## config.mk

```make
export PLATFORM = sky130hd
export DESIGN_NAME = ps2_receive_status_control
export DESIGN_NICKNAME = d
export VERILOG_FILES = /design/src/core/kbd_pkg.sv /design/src/core/ps2_line_sync.sv /design/src/core/ps2_receive_status_control.sv
export VERILOG_INCLUDE_DIRS = /design/src /design/src/core
export SDC_FILE = /design/constraint.sdc
export NUM_CORES = 1
export LEC_CHECK = 0
export BUFFER_PORTS_ARGS = -buffer_cell sky130_fd_sc_hd__buf_2
export CAP_MARGIN = 5
export CORE_ASPECT_RATIO = 0.6
export CORE_MARGIN = 8
export CORE_UTILIZATION = 55
export CTS_CLUSTER_SIZE = 8
export DETAILED_ROUTE_END_ITERATION = 12
export HOLD_SLACK_MARGIN = 0.02
export PLACE_DENSITY_LB_ADDON = 0.1
export SLEW_MARGIN = 5
export SYNTH_ARGS = -nofsm -noshare
export SYNTH_HDL_FRONTEND = slang
export SYNTH_SLANG_ARGS = --single-unit
```

## constraint.sdc

```tcl
create_clock -name MCLK -period 2.4 [get_ports MCLK]
set_input_delay 0.12 -clock MCLK [delete_from_list [all_inputs] [get_ports MCLK]]
set_output_delay 0.12 -clock MCLK [all_outputs]
set_load 0.02 [all_outputs]
```

## src/core/kbd_defs.svh

```systemverilog
// register map, field positions, reset values and counter codes for the keyboard port
`ifndef KBD_DEFS_SVH
`define KBD_DEFS_SVH

// ----------------------------------------------------------------
// register bus
// ----------------------------------------------------------------
`define KBD_ADDR_W            2
`define KBD_DATA_W            8
`define KBD_OFS_HIGH          2'h0
`define KBD_OFS_LOW           2'h1
`define KBD_OFS_BUF           2'h2
`define KBD_RD_UNMAPPED       8'h00

// ----------------------------------------------------------------
// status/control high fields
// ----------------------------------------------------------------
`define KBD_H_MASTER_EN       7
`define KBD_H_CLK_MON         6
`define KBD_H_DAT_MON         5
`define KBD_H_FSEL            4
`define KBD_H_IRQ_EN          3
`define KBD_H_FULL            2
`define KBD_H_PERR            1
`define KBD_H_STOP            0

// ----------------------------------------------------------------
// control low fields
// ----------------------------------------------------------------
`define KBD_L_LOAD_EN         7
`define KBD_L_CLK_DRV         6
`define KBD_L_DAT_DRV         5
`define KBD_L_RSVD            4
`define KBD_L_CNT_HI          3
`define KBD_L_CNT_LO          0

// ----------------------------------------------------------------
// reset values
// ----------------------------------------------------------------
`define KBD_RST_MASTER_EN     1'b0
`define KBD_RST_FSEL          1'b1
`define KBD_RST_IRQ_EN        1'b0
`define KBD_RST_FLAG          1'b0
`define KBD_RST_LOAD_EN       1'b0
`define KBD_RST_CLK_DRV       1'b1
`define KBD_RST_DAT_DRV       1'b1
`define KBD_RSVD_READ         1'b1
`define KBD_RST_BUF           8'h00
`define KBD_LINE_IDLE         1'b1
`define KBD_PIN_LOW           1'b0

// ----------------------------------------------------------------
// receive counter codes
// ----------------------------------------------------------------
`define KBD_CNT_W             4
`define KBD_CNT_IDLE          4'h0
`define KBD_CNT_ONE           4'h1
`define KBD_CNT_START         4'h1
`define KBD_CNT_D0            4'h2
`define KBD_CNT_D7            4'h9
`define KBD_CNT_PARITY        4'ha
`define KBD_PARITY_OK         1'b1

`endif

```

## src/core/kbd_pkg.sv

```systemverilog
// types shared by the keyboard port status/control logic
package kbd_pkg;

  // ----------------------------------------------------------------
  // register images
  // ----------------------------------------------------------------
  typedef struct packed {
    logic master_en;
    logic clk_mon;
    logic dat_mon;
    logic fsel;
    logic irq_en;
    logic full;
    logic perr;
    logic stop;
  } kbd_high_s;

  typedef struct packed {
    logic       load_en;
    logic       clk_drv;
    logic       dat_drv;
    logic       rsvd;
    logic [3:0] cnt;
  } kbd_low_s;

  // ----------------------------------------------------------------
  // register bus request
  // ----------------------------------------------------------------
  typedef struct packed {
    logic       wr;
    logic       rd;
    logic [1:0] addr;
    logic [7:0] wdata;
  } kbd_bus_s;

  typedef logic [3:0] rx_count_t;

endpackage : kbd_pkg

```

## src/core/ps2_line_sync.sv

```systemverilog
// two-flop synchronisers and falling-edge detection for the clock and data lines
`timescale 1ns/10ps
`include "kbd_defs.svh"

module ps2_line_sync (
  // clock and reset
  input  wire logic       clk,
  input  wire logic       rst_b,
  // raw lines from the pins
  input  wire logic [1:0] line_in,
  // when low the lines read as idle
  input  wire logic       enable,
  // synchronised levels and falling edges
  output logic      [1:0] level,
  output logic      [1:0] fall
);

  genvar g;

  generate
    for (g = 0; g < 2; g = g + 1) begin : g_line
      logic meta_reg;
      logic sync_reg;
      logic lvl_reg;
      logic lvl_next;

      // gating sits after the second flop so the first stays clean
      assign lvl_next = enable ? sync_reg : `KBD_LINE_IDLE;

      always_ff @(posedge clk or negedge rst_b) begin
        if (!rst_b) begin
          meta_reg <= `KBD_LINE_IDLE;
          sync_reg <= `KBD_LINE_IDLE;
          lvl_reg  <= `KBD_LINE_IDLE;
        end else begin
          meta_reg <= line_in[g];
          sync_reg <= meta_reg;
          lvl_reg  <= lvl_next;
        end
      end

      assign level[g] = lvl_reg;
      // enabling with the pin already low yields a fall
      assign fall[g]  = lvl_reg & ~lvl_next;
    end
  endgenerate

endmodule : ps2_line_sync

```

## src/core/ps2_receive_status_control.sv

```systemverilog
// status, control and receive counter logic for one keyboard port channel
`timescale 1ns/10ps
`include "kbd_defs.svh"

// Summary of operation
// RQ1 - interrupt enable bit gates CPU requests
// RQ2 - full flag set on good frame loaded
// RQ3 - select zero: flag set on clock fall
// RQ4 - full flag cleared by read-one, write-zero
// RQ5 - parity error flag set on odd-parity failure
// RQ6 - parity flag cleared by read-one, write-zero
// RQ7 - read-only bit holds received stop level
// RQ8 - load enable bit permits buffer loading
// RQ9 - clock drive bit sets clock pin level
// RQ10 - data drive bit sets data pin level
// RQ11 - reserved low bit reads one always
// RQ12 - counter counts clock falls, read-only
// RQ13 - counter cleared by reset, load-enable zero
// RQ14 - counter returns to zero after stop
// RQ15 - counter value names the bit received
// RQ16 - keyboard sends start, data, parity, stop
// RQ17 - select bit chooses flag meaning
// RQ18 - master enable hands pins to controller
// RQ19 - request while flag and enable both set
// RQ20 - frame good when nine bits odd
module ps2_receive_status_control
  import kbd_pkg::*;
(
  // clock and reset
  input  wire logic                      MCLK,
  input  wire logic                      RST_B,
  // register port
  input  wire logic [`KBD_ADDR_W-1:0]    ADDR,
  input  wire logic [`KBD_DATA_W-1:0]    WDATA,
  input  wire logic                      WR,
  input  wire logic                      RD,
  output logic      [`KBD_DATA_W-1:0]    RDATA,
  // interrupt request to the cpu
  output logic                           IRQ,
  // link clock pin, open drain
  input  wire logic                      LINK_CLOCK_LINE_IN,
  output logic                           LINK_CLOCK_LINE_OUT,
  output logic                           LINK_CLOCK_LINE_OE,
  // link data pin, open drain
  input  wire logic                      KD_IN,
  output logic                           KD_OUT,
  output logic                           KD_OE
);

  import kbd_pkg::*;

  // ----------------------------------------------------------------
  // decode helpers
  // ----------------------------------------------------------------
  function automatic logic is_data_bit(input rx_count_t c);
    is_data_bit = (c >= `KBD_CNT_D0) && (c <= `KBD_CNT_D7);
  endfunction : is_data_bit

  function automatic logic parity_counted(input rx_count_t c);
    parity_counted = is_data_bit(c) || (c == `KBD_CNT_PARITY);
  endfunction : parity_counted

  // ----------------------------------------------------------------
  // state
  // ----------------------------------------------------------------
  kbd_bus_s              bus;
  logic                  master_en_reg;
  logic                  fsel_reg;
  logic                  irq_en_reg;
  logic                  full_reg;
  logic                  full_next;
  logic                  perr_reg;
  logic                  perr_next;
  logic                  stop_reg;
  logic                  load_en_reg;
  logic                  clk_drv_reg;
  logic                  dat_drv_reg;
  rx_count_t             cnt_reg;
  rx_count_t             cnt_next;
  logic [7:0]            shift_reg;
  logic [7:0]            buf_reg;
  logic                  par_reg;
  logic                  full_armed_reg;
  logic                  perr_armed_reg;
  logic [7:0]            rdata_reg;
  logic                  irq_reg;
  logic                  clk_oe_reg;
  logic                  dat_oe_reg;
  logic [1:0]            line_lvl;
  logic [1:0]            line_fall;
  kbd_high_s             high_img;
  kbd_low_s              low_img;

  assign bus = '{wr: WR, rd: RD, addr: ADDR, wdata: WDATA};

  // ----------------------------------------------------------------
  // line synchronisers
  // ----------------------------------------------------------------
  // RQ18 lines read idle while disabled
  ps2_line_sync u_sync (
    .clk     (MCLK),
    .rst_b   (RST_B),
    .line_in ({KD_IN, LINK_CLOCK_LINE_IN}),
    .enable  (master_en_reg),
    .level   (line_lvl),
    .fall    (line_fall)
  );

  wire clk_lvl  = line_lvl[0];
  wire dat_lvl  = line_lvl[1];
  wire clk_fall = line_fall[0];

  // ----------------------------------------------------------------
  // register decode
  // ----------------------------------------------------------------
  wire wr_high = bus.wr && (bus.addr == `KBD_OFS_HIGH);
  wire wr_low  = bus.wr && (bus.addr == `KBD_OFS_LOW);
  wire rd_high = bus.rd && (bus.addr == `KBD_OFS_HIGH);
  wire rd_low  = bus.rd && (bus.addr == `KBD_OFS_LOW);
  wire rd_buf  = bus.rd && (bus.addr == `KBD_OFS_BUF);

  // ----------------------------------------------------------------
  // receive sequencing
  // ----------------------------------------------------------------
  // RQ12 count only while enabled for reception
  wire       counting   = master_en_reg && load_en_reg;
  wire       rx_fall    = counting && clk_fall;
  // RQ16 eleventh fall carries the stop bit
  wire       at_stop    = rx_fall && (cnt_reg == `KBD_CNT_PARITY);
  // RQ15 value after the fall names the bit just taken
  wire [3:0] cnt_inc    = cnt_reg + `KBD_CNT_ONE;
  wire       take_data  = rx_fall && is_data_bit(cnt_inc);
  wire       take_par   = rx_fall && parity_counted(cnt_inc);
  wire       frame_good = (par_reg == `KBD_PARITY_OK);
  wire       frame_done = at_stop;
  // RQ13 write of zero to load enable clears counter
  wire       cnt_clear  = (wr_low && !bus.wdata[`KBD_L_LOAD_EN]) || !master_en_reg;

  always_comb begin
    cnt_next = cnt_reg;
    if (cnt_clear) begin
      cnt_next = `KBD_CNT_IDLE;
    end else if (at_stop) begin
      // RQ14 back to idle after the stop bit
      cnt_next = `KBD_CNT_IDLE;
    end else if (rx_fall) begin
      // RQ12 advance on each clock fall
      cnt_next = cnt_inc;
    end
  end

  always_ff @(posedge MCLK or negedge RST_B) begin
    if (!RST_B) begin
      cnt_reg   <= `KBD_CNT_IDLE;
      shift_reg <= `KBD_RST_BUF;
      par_reg   <= 1'b0;
    end else begin
      cnt_reg <= cnt_next;
      if (rx_fall && (cnt_inc == `KBD_CNT_START)) begin
        par_reg <= 1'b0;
      end else if (take_par) begin
        // RQ20 running parity over data and parity bits
        par_reg <= par_reg ^ dat_lvl;
      end
      if (take_data) begin
        // lsb arrives first so shift toward bit 0
        shift_reg <= {dat_lvl, shift_reg[7:1]};
      end
    end
  end

  // ----------------------------------------------------------------
  // receive buffer and stop status
  // ----------------------------------------------------------------
  // RQ8 load only when permitted
  wire load_buf = frame_done && frame_good && load_en_reg;

  always_ff @(posedge MCLK or negedge RST_B) begin
    if (!RST_B) begin
      buf_reg  <= `KBD_RST_BUF;
      stop_reg <= `KBD_RST_FLAG;
    end else if (!master_en_reg) begin
      buf_reg  <= `KBD_RST_BUF;
    end else if (load_buf) begin
      buf_reg  <= shift_reg;
      // RQ7 latch the stop level with the byte
      stop_reg <= dat_lvl;
    end
  end

  // ----------------------------------------------------------------
  // flags
  // ----------------------------------------------------------------
  // RQ2 good frame loaded while select is one
  wire full_set_rx  = fsel_reg && load_buf;
  // RQ3 any clock fall while select is zero
  wire full_set_clk = !fsel_reg && clk_fall;
  wire full_set     = full_set_rx || full_set_clk;
  // RQ5 odd parity failure
  wire perr_set     = frame_done && !frame_good;
  // RQ4 clear only after reading one, writing 1 ignored
  wire full_clr     = wr_high && full_armed_reg && !bus.wdata[`KBD_H_FULL];
  // RQ6 same clearing discipline for parity
  wire perr_clr     = wr_high && perr_armed_reg && !bus.wdata[`KBD_H_PERR];

  // a new event in the clearing cycle is kept
  assign full_next = full_set || (full_reg && !full_clr);
  assign perr_next = perr_set || (perr_reg && !perr_clr);

  always_ff @(posedge MCLK or negedge RST_B) begin
    if (!RST_B) begin
      full_reg       <= `KBD_RST_FLAG;
      perr_reg       <= `KBD_RST_FLAG;
      full_armed_reg <= 1'b0;
      perr_armed_reg <= 1'b0;
    end else begin
      full_reg <= full_next;
      perr_reg <= perr_next;
      if (rd_high) begin
        full_armed_reg <= full_reg;
        perr_armed_reg <= perr_reg;
      end else if (wr_high) begin
        full_armed_reg <= 1'b0;
        perr_armed_reg <= 1'b0;
      end
    end
  end

  // ----------------------------------------------------------------
  // control registers
  // ----------------------------------------------------------------
  always_ff @(posedge MCLK or negedge RST_B) begin
    if (!RST_B) begin
      master_en_reg <= `KBD_RST_MASTER_EN;
      fsel_reg      <= `KBD_RST_FSEL;
      irq_en_reg    <= `KBD_RST_IRQ_EN;
      load_en_reg   <= `KBD_RST_LOAD_EN;
      clk_drv_reg   <= `KBD_RST_CLK_DRV;
      dat_drv_reg   <= `KBD_RST_DAT_DRV;
    end else begin
      if (wr_high) begin
        // RQ18 master enable
        master_en_reg <= bus.wdata[`KBD_H_MASTER_EN];
        // RQ17 flag meaning select
        fsel_reg      <= bus.wdata[`KBD_H_FSEL];
        irq_en_reg    <= bus.wdata[`KBD_H_IRQ_EN];
      end
      if (wr_low) begin
        load_en_reg <= bus.wdata[`KBD_L_LOAD_EN];
        clk_drv_reg <= bus.wdata[`KBD_L_CLK_DRV];
        dat_drv_reg <= bus.wdata[`KBD_L_DAT_DRV];
      end
    end
  end

  // ----------------------------------------------------------------
  // read path
  // ----------------------------------------------------------------
  assign high_img = '{master_en: master_en_reg, clk_mon: clk_lvl, dat_mon: dat_lvl,
                      fsel: fsel_reg, irq_en: irq_en_reg, full: full_reg,
                      perr: perr_reg, stop: stop_reg};
  // RQ11 reserved bit reads one
  assign low_img  = '{load_en: load_en_reg, clk_drv: clk_drv_reg, dat_drv: dat_drv_reg,
                      rsvd: `KBD_RSVD_READ, cnt: cnt_reg};

  wire [7:0] rd_mux = rd_high ? high_img :
                      rd_low  ? low_img  :
                      rd_buf  ? buf_reg  : `KBD_RD_UNMAPPED;

  always_ff @(posedge MCLK or negedge RST_B) begin
    if (!RST_B) begin
      rdata_reg <= `KBD_RD_UNMAPPED;
    end else begin
      rdata_reg <= rd_mux;
    end
  end

  // ----------------------------------------------------------------
  // interrupt and pin drive
  // ----------------------------------------------------------------
  // RQ19 request follows flag and enable
  // RQ1 enable bit gates the request
  wire irq_next = full_next && irq_en_reg;

  // RQ9 low pulls the clock pin, high releases it
  // with select one, a set full flag also holds the clock low so the keyboard waits
  wire clk_low  = master_en_reg && (!clk_drv_reg || (fsel_reg && full_reg));
  // RQ10 low drives the data pin, high releases it
  wire dat_low  = master_en_reg && !dat_drv_reg;

  always_ff @(posedge MCLK or negedge RST_B) begin
    if (!RST_B) begin
      irq_reg    <= 1'b0;
      clk_oe_reg <= 1'b0;
      dat_oe_reg <= 1'b0;
    end else begin
      irq_reg    <= irq_next;
      clk_oe_reg <= clk_low;
      dat_oe_reg <= dat_low;
    end
  end

  // open drain: the driven value is always low
  logic pin_low_reg;

  always_ff @(posedge MCLK or negedge RST_B) begin
    if (!RST_B) begin
      pin_low_reg <= `KBD_PIN_LOW;
    end else begin
      pin_low_reg <= `KBD_PIN_LOW;
    end
  end

  assign RDATA    = rdata_reg;
  assign IRQ      = irq_reg;
  assign LINK_CLOCK_LINE_OUT = pin_low_reg;
  assign LINK_CLOCK_LINE_OE  = clk_oe_reg;
  assign KD_OUT   = pin_low_reg;
  assign KD_OE    = dat_oe_reg;

endmodule : ps2_receive_status_control

```

Word level (Yosys, flattened, before mapping). Index checks and enable logic that the tools add are counted.

Shift-type cells: 0. Equality and inequality tests: 6. Mux-type cells: 15. Magnitude comparators: 2. Multiply operators: 0. Reduce and logical (&&, ||, !) cells: 49. Bitwise operators: 3. Div/mod/pow operators: 0. $add $sub $neg: 1.

Operator list (count): two-way mux 8 bit (5); logical AND 1 bit (28); two-way mux 4 bit (3); zero test 1 bit (10); equality test 4 bit, second input constant (2); two-way mux 1 bit (7); logical OR 1 bit (6); adder 4 x 1 -> 4 bit, second input constant (1); equality test 4 x 1 -> 1 bit, second input constant (1); >= comparator 4 x 2 -> 1 bit, second input constant (1); <= comparator 4 bit, second input constant (1); nonzero test 2 bit (2); nonzero test 3 bit (1); equality test 2 x 1 -> 1 bit, second input constant (1); equality test 2 bit, second input constant (1); zero test 2 bit (1); inequality test 2 x 1 -> 1 bit, second input constant (1); AND reduction 2 bit (1); AND 1 bit (1); inverter 1 bit (1); XOR 1 bit (1).

Memories: 0. Register bits after elaboration: 49. Word-level logic and storage cells: 101. Bits of input ports: 16. Memory bits (read-only): 0. Bits in latches: 0. Bits in writable memories: 0. Output and inout port bits: 13.

Longest topological paths before layout. Gate-level depths: netlist (run 1).

Depth after elaboration: 11. Mapped depth: 8. Mapped depth without buffers: 7.

Cells and area by module. Synthesis (run 1) repeated with hierarchy kept, for this count alone.

Cell total of the unflattened synthesis: 206. Area total of the unflattened synthesis: 2277.2 um^2.

By module, submodules not included: ps2_receive_status_control (cells an instance 194, area an instance 2074.5 um^2, instances 1, seq. area each 1079.8 um^2); ps2_line_sync (cells an instance 12, area an instance 202.7 um^2, instances 1, seq. area each 157.7 um^2).

Least setup slack after synthesis (run 1). OpenSTA, ideal clock, no wires.

Path type: reg2reg. From: reg cnt_reg[1]. To: reg shift_reg[0]. Buffers on the path: 1. Period minus slack after synthesis: 2.158 ns. Arrival time: 2.033 ns. Slack: 0.242 ns. Setup time: 0.125 ns. Cell stages (with the launch flop): 8. Required time: 2.275 ns. Cells stage by stage: dfrtp_1 ha_1 buf_6 and2_4 a21oi_2 o22ai_2 a2111oi_4 mux2_2.

Longest elaborated chain between the ends: 4. Elaborated cells between the ends (all ways): 5. Those cells by class: 1 x add/sub; 2 x order compare; 2 x reduce/logical.

RTL lines: start: declaration (line ps2_receive_status_control.sv:78) `rx_count_t cnt_reg;`; start signal: assignment (line ps2_receive_status_control.sv:154) `` cnt_reg <= `KBD_CNT_IDLE; ``; start signal: assignment (line ps2_receive_status_control.sv:158) `cnt_reg <= cnt_next;`; adder 4 x 1 -> 4 bit (no source line) (*); >= comparator 4 x 2 -> 1 bit (no source line) or <= comparator 4 bit (tied branches); logical AND 1 bit (*) (line ps2_receive_status_control.sv:56) `` is_data_bit = (c >= `KBD_CNT_D0) && (c <= `KBD_CNT_D7); ``; logical AND 1 bit (*) (line ps2_receive_status_control.sv:132) `wire take_data = rx_fall && is_data_bit(cnt_inc);`; end signal: assignment (line ps2_receive_status_control.sv:155) `` shift_reg <= `KBD_RST_BUF; ``; end signal: assignment (line ps2_receive_status_control.sv:167) `shift_reg <= {dat_lvl, shift_reg[7:1]};`; end: declaration (line ps2_receive_status_control.sv:80) `logic [7:0] shift_reg;`.

Every way passes the cells marked *; elsewhere a longest branch is shown, timed or not. A chain may end at the register's enable or synchronous reset.

Final worst setup path (run 1).
From: reg cnt_reg[0]. To: reg shift_reg[1].

Same word-level chain as after synthesis.

==> flow_metrics.env, run 1 <==
export IMPL_coreArea_um2=4050
export IMPL_crit_required_ps=2600
export IMPL_syn_avg_cell_area_um2=10.9
export IMPL_status="finished, violations left"
export IMPL_critical_path_top_delay_family="compound AO/OA/AOI/OAI gates"
export IMPL_grt_first_pass_wirelength_mm=7.79
export IMPL_ir_drop_v=0.000365
export IMPL_relSlewSlack_pct=30.0
export IMPL_final_nets=258
export IMPL_drtPass1Iterations=4
export IMPL_place_inst=279
export IMPL_cpPeakStageDelay_ps=390
export IMPL_crit_path_end_kind="flop"
export IMPL_route_detailed_wl_per_inst_um=16.7
export IMPL_layout_drive_gt1_share_pct=27.6
export IMPL_fin_total_pwr_mw=1.74
export IMPL_rsz0062_at_grt="false"
export IMPL_place_congestion=0.861
export IMPL_final_area_um2=2550
export IMPL_cp_data_arrival_time_ps=2350
export IMPL_yosysTopAreaCellShare_pct=43.6
export IMPL_met3_usage_pct=4.94
export IMPL_die_area_um2=6560
export IMPL_final_cells=289
export IMPL_use_met1_pct=18.6
export IMPL_maxCapViolCount=0
export IMPL_synth_area_top_cells="dfrtp_1 (44%), dfstp_2 (10%), mux2_2 (6.9%), nand2_1 (5.4%), mux2i_1 (3.5%)"
export IMPL_grt_ovfl_total=0
export IMPL_tns_ps=0
export IMPL_start_util_pct=56.6
export IMPL_wirelength_mm=4.82
export IMPL_ys_ff_latch=49
export IMPL_cts_tree="yes"
export IMPL_fin_crit_sh_pct=89.6
export IMPL_grt_use_total_pct=15.2
export IMPL_drc=0
export IMPL_numCtsBuffers=5
export IMPL_antenna_found_initial=0
export IMPL_grt_pass1_vias=1666
export IMPL_tightest_slew_ps=1050
export IMPL_portBuffers=25
export IMPL_htree_levels=2
export IMPL_area_growth_pct=11.3
export IMPL_ant_nets=0
export IMPL_netlist_instances=211
export IMPL_via_per_inst=5.63
export IMPL_num_io_pins=29
export IMPL_drv_slew=0
export IMPL_die_x_um=99.4
export IMPL_synth_cell_types=44
export IMPL_fin_crit_ps=2150
export IMPL_ys_seq_area_share_pct=53.9
export IMPL_leakagePower_nw=1.20
export IMPL_timing_hold_ws_ps=-3.06
export IMPL_hold_class="input pin to asynchronous set/reset pin"
export IMPL_n_antenna_cell=0
export IMPL_finalSetupViolations=0
export IMPL_netlist_area_um2=2290
export IMPL_yosysWarnings=0
export IMPL_p_per_area_nw_per_um2=682
export IMPL_synth_top_cell_by_area="dfrtp_1"
export IMPL_drt_iter0_drc=91
export IMPL_hpwl_mm=3.51
export IMPL_start_kind="flop"
export IMPL_place_area_um2=2440
export IMPL_hold_viol=2
export IMPL_fin_skew_ps=5.92
export IMPL_root_buffer="clkbuf_8"
export IMPL_cts_path_max_buffers=2
export IMPL_violations="negative hold slack"
export IMPL_ys_flop_type="dfrtp_1"
export IMPL_clock_sinks=49
export IMPL_cp_slowest_cell="dfrtp_1"
export IMPL_cp_max_fo=9
export IMPL_grt_use_met2_pct=24.7
export IMPL_worstPathCellList="ha_1 -> and2_4 -> a21oi_2 -> o22ai_2 -> a2111oi_4 -> buf_4 -> mux2_2"
export IMPL_vias=1626
export IMPL_clkTransAtPathRegs_ps=90
export IMPL_top_usage_layer="met2"
export IMPL_grt_max_degree=50
export IMPL_worst_path_buf_inv=1
export IMPL_insertion_delay_ps=310
export IMPL_cts_resized=0
export IMPL_fmax_mhz=465
export IMPL_synth_edff_count=0
export IMPL_crit_type="flop to flop"
export IMPL_die_h_um=66.0
export IMPL_async_flop_share_pct=100
export IMPL_rows=18
==> layer usage <==
metal	wire (um)	vias to the layer above	part of all wire, %
met5	0	-	0
met2	2290	35	48
met3	239	8	5.0
met4	55	0	1.1
li1	-	778	-
met1	2230	805	46
==> per-stage QoR <==
step / setup WS [ps] / util, %
2_1_floorplan: 242 / -
3_3_place_gp: 319 / 60.3
3_5_place_dp: 260 / 60.3
4_1_cts: 237 / 63.0
5_1_grt: 137 / 63.0
6_report: 251 / 63.0
==> Yosys cell counts, drive strengths merged (3+ instances only) <==
library cell	instances
dfrtp	40
nand2	34
mux2	14
o21ai	14
and2	12
nand3	12
dfstp	9
mux2i	8
buf	7
a21oi	6
nor2	6
clkbuf	5
nand2b	5
ha	4
inv	3
==> area by class of cell <==
| cell class | count | area [um^2] |
|---|---|---|
| fill | 329 | 1500 |
| sequential | 49 | 1240 |
| multi-input combinational | 148 | 978 |
| timing repair buffer | 31 | 175 |
| clock buffer | 6 | 72.6 |
| tap | 50 | 62.6 |
| clock inverter | 2 | 16.3 |
| inverter | 3 | 11.3 |
==> power by group <==
part           total (mW)  switching, mW  internal [mW]
Clock               0.486          0.278          0.207
Sequential          0.977         0.0582          0.919
Combinational       0.277          0.161          0.116
==> final timing paths <==
kind                                                          start                                  end  slack, ps  cells past startpoint
worst max-delay path                         cnt_reg[0]$_DFFE_PN0P_             shift_reg[1]$_DFFE_PN0P_        250                      7
max in group asynchronous                                     RST_B           perr_armed_reg$_DFFE_PN0P_       1770                      1
worst min-delay path                                          RST_B            master_en_reg$_DFFE_PN0N_         -3                      1
min in group MCLK                                          WDATA[3]               irq_en_reg$_DFFE_PN0N_         50                      2
worst min register to register  u_sync.g_line[0].meta_reg$_DFF_PN1_  u_sync.g_line[0].sync_reg$_DFF_PN1_        360                      0
worst max register to register               cnt_reg[0]$_DFFE_PN0P_             shift_reg[1]$_DFFE_PN0P_        250                      7
==> cells in the final DEF, fill, tap and decap left out, types with 2 or more instances in the layout <==
master         synthesis  final
a21oi_1                5      5
a31oi_1                2      2
a32o_1                 2      2
and2_1                11     11
and3_1                 2      2
and3b_1                2      2
buf_2                  0     25
buf_4                  5      4
clkbuf_8               0      5
conb_1                 1      2
dfrtp_1               40     40
dfstp_2                9      9
dlygate4sd3_1          0      2
ha_1                   4      4
inv_1                  3      3
mux2_2                14     14
mux2i_1                8      8
nand2_1               33     33
nand2b_1               5      5
nand3_1               12     12
nand3b_1               2      2
nor2_1                 6      6
nor2b_1                2      2
nor3_1                 2      2
nor3b_1                2      2
o21ai_0               14     14
==> logic make-up after synthesis <==
group / count (synthesis) / synth area share [%]
muxes: 22 / 10.4
DFF: 49 / 53.9
AOI/OAI and AO/OA: 33 / 10.2
buffers and inverters: 15 / 3.60
other: 1 / 0.163
and+or+nand+nor: 87 / 19.6
adders and majority gates: 4 / 2.18
==> what timing repair did <==
action                    4_1_cts  5_1_grt
hold buffers                    2        0
buffers inserted                0        0
hold endpoints to repair        2        0
Power figures use the tool's default switching activity.
==> run 2, diff against run 1 <==
- SYNTH_HIERARCHICAL: default -> 1
==> run 2 against run 1 <==
The flow still finishes with violations (negative hold slack). Cell count decreased by 2.1%. Critical path type unchanged. Wire length hardly changed. Combinational power decreased by 7.6%. Sequential share of layout area rose by 0.43 points.
==> flow_metrics.env, run 2 <==
export IMPL_portBuffers=25
export IMPL_cts_resized=0
export IMPL_coreArea_um2=4030
export IMPL_timing_hold_ws_ps=-22.2
export IMPL_critical_path_top_delay_family="compound AO/OA/AOI/OAI gates"
export IMPL_clkTransAtPathRegs_ps=80
export IMPL_grt_pass1_vias=1591
export IMPL_violations="negative hold slack"
export IMPL_syn_avg_cell_area_um2=11.1
export IMPL_htree_levels=2
export IMPL_cts_tree="yes"
export IMPL_clock_sinks=49
export IMPL_rsz0062_at_grt="false"
export IMPL_fillers=324
export IMPL_fin_skew_ps=8.05
export IMPL_vias=1619
export IMPL_final_nets=252
export IMPL_start_kind="flop"
export IMPL_fmax_mhz=438
export IMPL_n_antenna_cell=0
export IMPL_numCtsBuffers=5
export IMPL_maxCapViolCount=0
export IMPL_layout_drive_gt1_share_pct=27.5
export IMPL_rows=18
export IMPL_crit_path_end_kind="flop"
export IMPL_start_util_pct=56.3
export IMPL_leakagePower_nw=1.17
export IMPL_r2r_end="shift_reg[5]$_DFFE_PN0P_"
export IMPL_place_area_um2=2410
export IMPL_hold_class="input pin to asynchronous set/reset pin"
export IMPL_layout_commonest_cell="dfrtp_1"
export IMPL_via_per_inst=5.72
export IMPL_grt_ovfl_total=0
export IMPL_crit_cells=5
export IMPL_cp_data_arrival_time_ps=2470
export IMPL_insertion_delay_ps=300
export IMPL_hold_viol=25
export IMPL_antenna_found_initial=0
export IMPL_place_congestion=0.867
export IMPL_drtPass1Iterations=4
export IMPL_rrSetupSlack_ps=120
export IMPL_grt_first_pass_wirelength_mm=7.98
export IMPL_drc=0
export IMPL_die_x_um=98.9
export IMPL_grt_max_degree=48
export IMPL_cpPeakStageDelay_ps=570
export IMPL_status="finished, violations left"
export IMPL_netlist_area_um2=2270
export IMPL_cp_max_fo=8
export IMPL_cts_path_max_buffers=2
export IMPL_fin_crit_ps=2280
export IMPL_route_detailed_wl_per_inst_um=17.0
export IMPL_hpwl_mm=3.57
export IMPL_area_growth_pct=11.6
export IMPL_ir_drop_v=0.000349
export IMPL_tns_ps=0
export IMPL_final_area_um2=2530
export IMPL_r2r_start="cnt_reg[1]$_DFFE_PN0P_"
export IMPL_netlist_instances=205
export IMPL_worst_path_buf_inv=1
export IMPL_grt_use_total_pct=15.8
export IMPL_num_io_pins=29
export IMPL_tightest_slew_ps=1010
export IMPL_cp_slowest_cell="o21ai_0"
export IMPL_finalSetupViolations=0
export IMPL_die_area_um2=6500
export IMPL_root_buffer="clkbuf_8"
export IMPL_drt_iter0_drc=129
export IMPL_fin_crit_sh_pct=95.1
export IMPL_fin_ws_ps=119
export IMPL_relSlewSlack_pct=32.7
export IMPL_reg2regPathDepth=5
export IMPL_crit_type="flop to flop"
export IMPL_worstPathCellList="ha_1 -> inv_1 -> o21ai_0 -> a31oi_4 -> mux2_2"
export IMPL_wirelength_mm=4.82
export IMPL_final_cell_mix="dfrtp_1 (40), nand2_1 (31), buf_2 (25)"
export IMPL_place_ws_ps=202
export IMPL_drv_slew=0
export IMPL_p_per_area_nw_per_um2=684
export IMPL_crit_required_ps=2580
export IMPL_yosysWarnings=6
export IMPL_fin_total_pwr_mw=1.73
export IMPL_ant_nets=0
export IMPL_die_h_um=65.7
run 2: through the flow:
step | utilization (%) | hold WS [ps] | cells
6_report | 62.8 | -22.2 | 283
5_1_grt | 62.8 | 30.1 | 283
4_1_cts | 62.8 | 20.8 | 283
3_5_place_dp | 59.9 | 229 | 273
3_3_place_gp | 59.9 | 227 | 273
2_1_floorplan | - | -176 | 206
run 2: routing by layer:
layer	part of all wire (%)	GRT usage, %	up-vias
met2	40	21.7	46
met3	6.9	5.37	10
met5	0	0	-
met4	2.0	6.64	0
li1	-	-	752
met1	51	22.1	811
run 2: worst register-to-register path, delay by kind of cell, from the launching register on:
kind            cells  cell delay (ps)
compound gates      2              860
buf+inv             1               90
fa+ha+maj           1              370
flops               1              500
mux                 1              350
run 2: power by group:
group	leakage [nW]	internal, mW	switching [mW]	total, mW
Sequential	0.630	0.913	0.0591	0.972
Combinational	0.489	0.107	0.149	0.256
Clock	0.0512	0.234	0.270	0.504
Total	1.17	1.25	0.478	1.73
run 2: area by class of cell:
type / instances / area, um^2 / share of cell area (%)
clock buffer: 6 / 82.6 / 3.26
clock inverter: 2 / 13.8 / 0.544
sequential: 49 / 1240 / 48.9
multi-input combinational: 140 / 945 / 37.3
tap: 50 / 62.6 / 2.47
timing repair buffer: 30 / 168 / 6.62
inverter: 6 / 22.5 / 0.890
run 2: what timing repair did:
item,in CTS,in global routing
hold buffers,2,0
endpoints found under the hold margin,2,0
setup buffers,0,0
run 2: worst max-delay path by stage:
stage | start | end | slack, ps
2_1_floorplan | cnt_reg[0]$_DFFE_PN0P_ | shift_reg[0]$_DFFE_PN0P_ | 460
3_3_place_gp | cnt_reg[0]$_DFFE_PN0P_ | shift_reg[7]$_DFFE_PN0P_ | 330
3_5_place_dp | cnt_reg[1]$_DFFE_PN0P_ | shift_reg[5]$_DFFE_PN0P_ | 200
4_1_cts | cnt_reg[1]$_DFFE_PN0P_ | shift_reg[5]$_DFFE_PN0P_ | 190
5_1_grt | cnt_reg[0]$_DFFE_PN0P_ | shift_reg[5]$_DFFE_PN0P_ | 50
6_report | cnt_reg[1]$_DFFE_PN0P_ | shift_reg[5]$_DFFE_PN0P_ | 120
